--- src/hw/irw_pkg.sv ---
package irw_pkg;

	localparam int unsigned IRW_AW = 8;
	localparam int unsigned IRW_DW = 8;

	localparam logic [IRW_AW-1:0] IRW_ADDR_SOURCE = 8'h0c;
	localparam logic [IRW_AW-1:0] IRW_ADDR_CONFIG = 8'h2c;
	localparam logic [IRW_AW-1:0] IRW_ADDR_ENABLE = 8'h2d;
	localparam logic [IRW_AW-1:0] IRW_ADDR_STEER  = 8'h2e;

	localparam logic [IRW_DW-1:0] IRW_CONFIG_RST = 8'h00;
	localparam logic [IRW_DW-1:0] IRW_ENABLE_RST = 8'h00;
	localparam logic [IRW_DW-1:0] IRW_STEER_RST  = 8'h00;
	localparam logic [IRW_DW-1:0] IRW_ZERO       = 8'h00;

	localparam logic [IRW_DW-1:0] IRW_CONFIG_MASK = 8'hfb;
	localparam logic [IRW_DW-1:0] IRW_SRC_MASK    = 8'hfd;

	// Source bit positions, shared by enable, steering and source
	localparam int unsigned IRW_SRC_SLEEP_WAKE = 7;
	localparam int unsigned IRW_SRC_BUFFER     = 6;
	localparam int unsigned IRW_SRC_JOLT       = 5;
	localparam int unsigned IRW_SRC_ORIENT     = 4;
	localparam int unsigned IRW_SRC_PULSE      = 3;
	localparam int unsigned IRW_SRC_FALL       = 2;
	localparam int unsigned IRW_SRC_READY      = 0;

	// Config register fields
	localparam int unsigned IRW_CFG_BUF_GATE    = 7;
	localparam int unsigned IRW_CFG_WAKE_JOLT   = 6;
	localparam int unsigned IRW_CFG_WAKE_ORIENT = 5;
	localparam int unsigned IRW_CFG_WAKE_PULSE  = 4;
	localparam int unsigned IRW_CFG_WAKE_FALL   = 3;
	localparam int unsigned IRW_CFG_LEVEL       = 1;
	localparam int unsigned IRW_CFG_DRIVE       = 0;

	localparam int unsigned IRW_NPINS = 2;
	localparam int unsigned IRW_PIN_A = 0;
	localparam int unsigned IRW_PIN_B = 1;

	// Push-pull, active low, idle: pin high and driven
	localparam logic IRW_PIN_O_RST    = 1'b1;
	localparam logic IRW_PIN_OE_N_RST = 1'b0;

	typedef enum logic [1:0] {
		IRW_SEL_NONE,
		IRW_SEL_CONFIG,
		IRW_SEL_ENABLE,
		IRW_SEL_STEER
	} irw_wsel_t;

endpackage : irw_pkg

--- src/hw/irw_pin_drv.sv ---
`timescale 1ns/10ps
`default_nettype none
module irw_pin_drv
	import irw_pkg::*;
(
	input  wire logic ref_clk,    // Clock
	input  wire logic arst_n,     // Async reset
	input  wire logic active,     // Any routed enabled source set
	input  wire logic level_sel,  // 1 active high
	input  wire logic drive_type, // 1 open-drain
	output logic      pin_o,      // Pin output value
	output logic      pin_oe_n    // Low while driving
);

	typedef struct packed {
		logic pin_o;
		logic pin_oe_n;
	} irw_drv_st_t;

	irw_drv_st_t st_r;
	irw_drv_st_t st_nxt;

	always_comb begin
		st_nxt = st_r;
		st_nxt.pin_o = active ? level_sel : ~level_sel;
		if (drive_type) begin
			// Open-drain only drives the asserted level
			st_nxt.pin_oe_n = ~active;
		end else begin
			st_nxt.pin_oe_n = 1'b0;
		end
	end

	always_ff @(posedge ref_clk or negedge arst_n) begin
		if (!arst_n) begin
			st_r.pin_o    <= IRW_PIN_O_RST;
			st_r.pin_oe_n <= IRW_PIN_OE_N_RST;
		end else begin
			st_r <= st_nxt;
		end
	end

	assign pin_o    = st_r.pin_o;
	assign pin_oe_n = st_r.pin_oe_n;

endmodule : irw_pin_drv
`default_nettype wire

--- src/hw/irw_ctrl.sv ---
// Contract
// - With wake-on-orientation set, an enabled orientation event wakes the system in sleep; clear, it is ignored.
// - With wake-on-pulse set, an enabled pulse event wakes the system in sleep; clear, it is ignored.
// - With wake-on-fall-motion set, an enabled fall/motion event wakes the system in sleep; clear, it is ignored.
// - Config bit 1 sets the asserted level of both pins, 0 low (default), 1 high.
// - Config bit 0 makes both pins push-pull when 0 (default) or open-drain when 1.
// - Each enable bit gates its source's flag into the controller, 0 off (default), 1 on.
// - Enable bits are sleep/wake 7, buffer 6, jolt 5, orientation 4, pulse 3, fall/motion 2, ready 0, bit 1 unused.
// - A steering bit of 0 sends an enabled source to pin b, 1 to pin a.
// - The steering register has one bit per source at the enable positions, bit 1 unused.
// - All steering bits reset to 0 so every enabled source goes to pin b.
// - A pin is active while any enabled source steered to it has its flag set.
// - With wake-on-jolt set, an enabled jolt event wakes the system in sleep; clear, it is ignored.
// - The wake-source and pin-config register sits at 0x2c and is read/write.
`timescale 1ns/10ps
`default_nettype none
module irw_ctrl
	import irw_pkg::*;
(
	input  wire logic              ref_clk,     // 250 MHz clock
	input  wire logic              arst_n,      // Async reset, active low
	input  wire logic [IRW_AW-1:0] reg_addr,    // Register address
	input  wire logic [IRW_DW-1:0] reg_wdata,   // Write data
	input  wire logic              reg_wr,      // Write strobe
	input  wire logic              reg_rd,      // Read strobe
	output logic      [IRW_DW-1:0] reg_rdata,   // Read data, cycle after strobe
	input  wire logic [IRW_DW-1:0] evt_flag,    // Detection event flags, levels
	input  wire logic              sleep_mode,  // System is in sleep
	output logic                   wake_req,    // Wake request level
	output logic      [IRW_DW-1:0] irq_source,  // Enabled active sources
	output logic                   irq_pin_a_o,    // Pin a value
	output logic                   irq_pin_a_oe_n, // Pin a enable, low drives
	output logic                   irq_pin_b_o,    // Pin b value
	output logic                   irq_pin_b_oe_n  // Pin b enable, low drives
);

	typedef struct packed {
		logic [IRW_DW-1:0] config_r;
		logic [IRW_DW-1:0] enable_r;
		logic [IRW_DW-1:0] steer_r;
		logic [IRW_DW-1:0] source_r;
		logic [IRW_DW-1:0] rdata_r;
		logic              wake_r;
	} irw_st_t;

	irw_st_t st_r;
	irw_st_t st_nxt;

	// Used for both write select and read mux
	function automatic irw_wsel_t decode(input logic [IRW_AW-1:0] a);
		irw_wsel_t s;
		s = IRW_SEL_NONE;
		if (a == IRW_ADDR_CONFIG) begin
			s = IRW_SEL_CONFIG;
		end else if (a == IRW_ADDR_ENABLE) begin
			s = IRW_SEL_ENABLE;
		end else if (a == IRW_ADDR_STEER) begin
			s = IRW_SEL_STEER;
		end
		return s;
	endfunction : decode

	// Places wake-select bits at the source positions they guard
	function automatic logic [IRW_DW-1:0] wake_mask(input logic [IRW_DW-1:0] cfg);
		logic [IRW_DW-1:0] m;
		m = IRW_ZERO;
		m[IRW_SRC_JOLT]   = cfg[IRW_CFG_WAKE_JOLT];
		m[IRW_SRC_ORIENT] = cfg[IRW_CFG_WAKE_ORIENT];
		m[IRW_SRC_PULSE]  = cfg[IRW_CFG_WAKE_PULSE];
		m[IRW_SRC_FALL]   = cfg[IRW_CFG_WAKE_FALL];
		return m;
	endfunction : wake_mask

	logic [IRW_DW-1:0]    gated;
	logic [IRW_NPINS-1:0] pin_active;
	logic [IRW_NPINS-1:0] pin_o;
	logic [IRW_NPINS-1:0] pin_oe_n;
	irw_wsel_t            wsel;

	always_comb begin
		gated = evt_flag & st_r.enable_r & IRW_SRC_MASK;
		// Steering 1 selects pin a, 0 pin b; any routed source asserts
		pin_active[IRW_PIN_A] = |(gated & st_r.steer_r);
		pin_active[IRW_PIN_B] = |(gated & ~st_r.steer_r);
	end

	always_comb begin
		wsel = decode(reg_addr);
		st_nxt = st_r;
		st_nxt.source_r = gated;
		// Gated so a stale wake clears one cycle after sleep ends
		st_nxt.wake_r = sleep_mode & |(gated & wake_mask(st_r.config_r));
		if (reg_wr) begin
			case (wsel)
				IRW_SEL_CONFIG: st_nxt.config_r = reg_wdata & IRW_CONFIG_MASK;
				IRW_SEL_ENABLE: st_nxt.enable_r = reg_wdata & IRW_SRC_MASK;
				IRW_SEL_STEER:  st_nxt.steer_r  = reg_wdata & IRW_SRC_MASK;
				default:        st_nxt.config_r = st_r.config_r;
			endcase
		end
		st_nxt.rdata_r = IRW_ZERO;
		if (reg_rd) begin
			if (reg_addr == IRW_ADDR_SOURCE) begin
				st_nxt.rdata_r = st_r.source_r;
			end else begin
				case (wsel)
					IRW_SEL_CONFIG: st_nxt.rdata_r = st_r.config_r;
					IRW_SEL_ENABLE: st_nxt.rdata_r = st_r.enable_r;
					IRW_SEL_STEER:  st_nxt.rdata_r = st_r.steer_r;
					default:        st_nxt.rdata_r = IRW_ZERO;
				endcase
			end
		end
	end

	always_ff @(posedge ref_clk or negedge arst_n) begin
		if (!arst_n) begin
			st_r.config_r <= IRW_CONFIG_RST;
			st_r.enable_r <= IRW_ENABLE_RST;
			st_r.steer_r  <= IRW_STEER_RST;
			st_r.source_r <= IRW_ZERO;
			st_r.rdata_r  <= IRW_ZERO;
			st_r.wake_r   <= 1'b0;
		end else begin
			st_r <= st_nxt;
		end
	end

	genvar gi;
	generate
		for (gi = 0; gi < IRW_NPINS; gi++) begin : g_pin
			irw_pin_drv u_drv (
				.ref_clk    (ref_clk),
				.arst_n     (arst_n),
				.active     (pin_active[gi]),
				.level_sel  (st_r.config_r[IRW_CFG_LEVEL]),
				.drive_type (st_r.config_r[IRW_CFG_DRIVE]),
				.pin_o      (pin_o[gi]),
				.pin_oe_n   (pin_oe_n[gi])
			);
		end
	endgenerate

	assign reg_rdata      = st_r.rdata_r;
	assign wake_req       = st_r.wake_r;
	assign irq_source     = st_r.source_r;
	assign irq_pin_a_o    = pin_o[IRW_PIN_A];
	assign irq_pin_a_oe_n = pin_oe_n[IRW_PIN_A];
	assign irq_pin_b_o    = pin_o[IRW_PIN_B];
	assign irq_pin_b_oe_n = pin_oe_n[IRW_PIN_B];

endmodule : irw_ctrl
`default_nettype wire

--- config.mk ---
export PLATFORM = sky130hd
export DESIGN_NAME = irw_ctrl
export DESIGN_NICKNAME = d
export VERILOG_FILES = /design/src/hw/irw_pkg.sv /design/src/hw/irw_pin_drv.sv /design/src/hw/irw_ctrl.sv
export SDC_FILE = /design/constraint.sdc
export NUM_CORES = 1
export LEC_CHECK = 0
export ABC_AREA = 1
export BUFFER_PORTS_ARGS = -buffer_cell sky130_fd_sc_hd__buf_2
export CORE_MARGIN = 4
export CORE_UTILIZATION = 55
export DETAILED_ROUTE_END_ITERATION = 10
export GPL_ROUTABILITY_DRIVEN = 0
export PLACE_DENSITY_LB_ADDON = 0.1
export SYNTH_ARGS = -nofsm -noshare
export SYNTH_HDL_FRONTEND = slang
export SYNTH_SLANG_ARGS = --single-unit
export TNS_END_PERCENT = 5
--- constraint.sdc ---
create_clock -name ref_clk -period 2.88 [get_ports ref_clk]
set_input_delay 0.288 -clock ref_clk [delete_from_list [all_inputs] [get_ports ref_clk]]
set_output_delay 0.288 -clock ref_clk [all_outputs]
set_load 0.03 [all_outputs]
-- Word level (Yosys, flattened, before mapping)
Cells that the tools add are included.
- eq/ne operators: 7
- mux-type cells: 10
- bitwise logic cells: 9
- reductions and logical operators: 6
- operator list (kind ; count):
    8-bit AND ; 3
    8-bit by 6-bit equality test with 1-bit output, second input constant ; 3
    8-bit case mux with 3 select lines ; 1
    8-bit OR reduction ; 3
    8-bit two-way mux ; 2
    8-bit by 6-bit AND with 8-bit output ; 1
    8-bit by 4-bit equality test with 1-bit output, second input constant ; 1
    8-bit inverter ; 1
    2-bit two-way mux ; 3
    2-bit AND reduction ; 3
    2-bit equality test, second input constant ; 2
    1-bit two-way mux ; 4
    1-bit inverter ; 3
    2-bit by 1-bit equality test with 1-bit output, second input constant ; 1
    1-bit AND ; 1
- flip-flop bits (word level): 41
- logic and storage cells: 42
- output and inout bits: 21

-- Longest topological paths before layout
- word-level depth: 8
- mapped depth: 8
- mapped depth without buffers: 8

-- Hierarchy
Synthesis repeated with hierarchy kept, for this count alone.
- cells, all modules: 255
- area total of the unflattened synthesis: 2140.8 sq um
- modules (own cells, without submodules) (module ; cells each ; area each (sq um) ; sequential area each (sq um) ; instances):
    irw_ctrl ; 237 ; 1985.7 ; 925.9 ; 1
    irw_pin_drv ; 9 ; 77.6 ; 51.3 ; 2

-- Worst setup path before layout
No wires, ideal clock.
- kind: input -> register
- start: input port reg_addr[1]
- end: register st_r[34] (netlist name)
- setup time: 120 ps
- path slack: 1745 ps
- path buffers: 1
- stages on the path: 8
- data arrival time: 1016 ps
- cell sequence: inv_1 nand2_2 nor2_8 and2_4 buf_6 nand2_8 nor2_2 a21oi_2
- cells in the longest elaborated chain, start to end: 6
- elaborated cells on any way between the ends: 8
- classes of those cells: eq/ne: 4; mux: 3; reduce/logical: 1
- ends and longest elaborated chain (item ; line ; RTL):
    from (decl) ; irw_ctrl.sv:22 ; input wire logic [IRW_AW-1:0] reg_addr,
    8-bit by 6-bit equality test with 1-bit output ; irw_ctrl.sv:57 ; end else if (a == IRW_ADDR_STEER) begin
    2-bit two-way mux ; irw_ctrl.sv:57 ;
    2-bit two-way mux ; irw_ctrl.sv:55 ; end else if (a == IRW_ADDR_ENABLE) begin
    2-bit two-way mux (*) ; irw_ctrl.sv:53 ; if (a == IRW_ADDR_CONFIG) begin
    2-bit by 1-bit equality test with 1-bit output (*) ; irw_ctrl.sv:94 ; case (wsel)
    2-bit AND reduction (no source line) (*) ; n/a ;
    to (signal assigned) ; irw_ctrl.sv:125 ; st_r <= st_nxt;
    to (decl) ; irw_ctrl.sv:46 ; irw_st_t st_r;
Every way passes the cells marked *; elsewhere a longest branch is shown, timed or not.
A chain may end at the register's enable or synchronous reset.

-- Worst setup path after layout
- start: register, netlist name g_pin[1].u_drv.pin_o
- end: output port irq_pin_b_o
- RTL lines (item ; line ; RTL):
    to (decl) ; irw_ctrl.sv:33 ; output logic irq_pin_b_o,
No word-level cell between the ends.

==> impl_metrics.csv <==
group,metric,value,unit
pwr,ir_worst_vdd,0.290,mV
synth,ys_top_cells_by_count,"nand2_1, dfrtp_1, nand3_1",
drt,routed_wirelength,4140,µm
final_layout,layout-area-overhead-vs-synth,10.3,%
final_layout,fin_cells,334,
synth,synth_cell_type_count,24,
worst_setup_path,critical_path_arrival,0.99,ns
final_layout,fin_area,2350,µm²
worst_setup_path,path_depth,1,
worst_setup_path,cp_top_family,"flip-flops",
synth,ys_seq_elements,41,
pwr,internal_power,0.839,mW
clock_tree,cts_resized,0,
synth,syn_area,2130,µm²
pwr,comb_power_share,0.115,
synth,synth_top_area_share,0.458,
placed_design,dpl.hpwl,3280,µm
drt,drc,0,
final_layout,fillers,373,
drt,vias,1623,
pwr,p_seq_frac,0.550,
final_layout,nets,314,
synth,synth-xor-area-share,0,
drt,drt-initial-drc-count,53,
pwr,swShare,0.259,
global_routing,use_met2,0.286,
pwr,p_clk_frac,0.336,
global_routing,grt_max_degree,42,
flow_run,max_cap_violations,0,
worst_setup_path,startpoint_type,"flip-flop",
global_routing,grt_pass1_wl,6960,µm
pwr,power.switching,0.293,mW
hold_path,min_path_type,"in -> async",
clock_tree,ctsHoldBuffers,0,
pwr,power,1.13,mW
timing,max_freq,0.785,GHz
final_layout,n_antenna_cell,0,
synth,synthMuxAreaShare,0,
worst_setup_path,r2r_slack,1.72,ns
synth,yosysSeqAreaShare,0.482,
final_layout,drive_gt1_frac,0.283,
synth,synthSimpleGateAreaFrac,0.319,
global_routing,antenna_found_initial,0,
global_routing,grt_use_total,0.179,
synth,syn-num-nets,282,
synth,synthAdderAreaFrac,0,
synth,async_reset_ff_frac,1.00,
global_routing,use_met1,0.238,
timing,tightest_slew,0.891,ns
worst_setup_path,endpoint_kind,"output port",
timing,tns,0,ns
synth,ys.flop_type,"dfrtp_1",
global_routing,overflow,0,
worst_setup_path,path_buf_inv,1,
die,io_pins,50,
pwr,total_leakage_power,1.33,nW
worst_setup_path,cpPeakStageDelay,0.52,ns
die,rows,22,
synth,synth_most_common_cell,"nand2_1",
clock_tree,clk_latency,0.29,ns
worst_setup_path,path_class,"reg -> out",
clock_tree,cts_setup_buffers,0,
die,die_w,70.3,µm
global_routing,gr-max-usage-layer,"met2",
drt,dr.pass1.iters,4,
synth,synth_top_family_by_area,"simple AND/OR/NAND/NOR gates",
worst_setup_path,crit_chain,"buf_2",
drt,ant_nets,0,
synth,synth_edf_count,0,
global_routing,use_met3,0.0489,
placed_design,dpl_cell_area,2260,µm²
timing,fin_ws,1.61,ns
final_layout,final_core_util,0.633,
placed_design,port_buffers,47,
clock_tree,clk_pin_slew,0.07,ns
synth,synth_cells,253,
timing,slew_violations,0,
timing,layout_min_cycle_time,1.27,ns
drt,wl_per_cell,12.4,µm
clock_tree,cts_sinks,41,
synth,synth_compound_area_frac,0.0651,
clock_tree,cts_buffers,5,
synth,avgSynthCellArea,8.43,µm²
timing,relSlewSlack,0.406,
timing,hold_violations,0,
clock_tree,cts_tree,"built",
die,coreArea,3720,µm²
placed_design,post-place-cells,326,
synth,ys_top_cells_by_area,"dfrtp_1, nand2_1, nand3_1",
worst_setup_path,reg2reg_depth,8,
worst_setup_path,crit_fanout,1,
timing,holdWs,0.126,ns
timing,skew,0.00890,ns
placed_design,dp_slack,1.41,ns
global_routing,grt_pass1_vias,1523,
clock_tree,cts_buffer_depth,2,
worst_setup_path,required,2.59,ns
synth,synth_top_cell_by_area,"dfrtp_1",
drt,viasPerCell,4.86,
timing,rsz0062_at_grt,"false",
run_status,outcome,"finished clean",
timing,finalCritPeriodShare,0.442,
clock_tree,htreeDepth,2,
clock_tree,cts-root-buf,"clkbuf_8",
die,die_height,70.3,µm
die,die_area,4940,µm²
worst_setup_path,crit_path_top_delay_cell,"dfstp_2",
synth,ys_warn_count,0,
die,initial_core_util,0.574,
timing,setup_violations,0,
pwr,power_density,481,nW/µm²
[flip-flops by register name, summed over array words and instances, names as in the netlist]
| name | flops |
|---|---|
| irq_source | 7 |
| reg_rdata | 8 |
| g_pin.u_drv.pin_oe_n | 2 |
| st_r | 21 |
| wake_req | 1 |
| g_pin.u_drv.pin_o | 2 |
[kinds of logic after synthesis]
logic type | Yosys count
simple gates | 137
buf+inv | 52
flops | 41
compound gates | 22
other cells | 1
[worst paths after layout]
| path | startpoint | to |
|---|---|---|
| hold / removal | arst_n | reg_rdata[3] |
| setup / recovery | g_pin[1].u_drv.pin_o | irq_pin_b_o |
| hold reg to reg | st_r[38] | st_r[38] |
| setup reg to reg | st_r[32] | g_pin[0].u_drv.pin_o |
| min in group ref_clk | reg_wdata[2] | st_r[27] |
| max in group asynchronous | arst_n | irq_source[3] |
[placed cells by master (no fill, tap or decap)]
master,synthesis,layout
clkbuf_1,1,1
and2_4,1,1
nand3_1,36,36
o22ai_1,5,5
inv_1,28,28
conb_1,1,1
nand2_4,2,2
a21oi_2,2,2
nand2_2,6,6
buf_2,0,47
nand2_8,1,1
clkbuf_8,0,6
clkinvlp_4,0,1
o21ai_2,3,3
nor2_1,27,27
o21ai_0,11,11
dfstp_2,2,2
nand2_1,55,55
nor3_1,1,1
inv_2,2,2
a41oi_1,1,1
nor2_4,4,4
dfrtp_1,39,39
nor2_8,2,2
nor2_2,2,2
[final cells by class]
class / instances / area (µm²) / share of cell area
clock buffers: 7 / 86.3 / 0.0367
well taps: 48 / 60.1 / 0.0255
flip-flops and latches: 41 / 1030 / 0.437
inverters: 30 / 113 / 0.0479
clock inverters: 1 / 7.51 / 0.00319
multi-input cells: 160 / 822 / 0.349
repair buffers: 47 / 235 / 0.100
[power groups by stage]
| stage | Clock, mW | Sequential (mW) | Combinational (mW) |
|---|---|---|---|
| 2_1_floorplan | 0 | 0.645 | 0.0680 |
| 3_3_place_gp | 0 | 0.632 | 0.130 |
| 3_5_place_dp | 0 | 0.633 | 0.132 |
| 4_1_cts | 0.394 | 0.622 | 0.132 |
| 5_1_grt | 0.416 | 0.626 | 0.146 |
| 6_report | 0.380 | 0.622 | 0.130 |
[layer usage]
layer	vias to the layer above	share of wire
li1	841	-
met1	737	0.47
met2	43	0.47
met3	2	0.057
met4	0	0.0053
met5	-	0
Power figures use the tool's default switching activity.
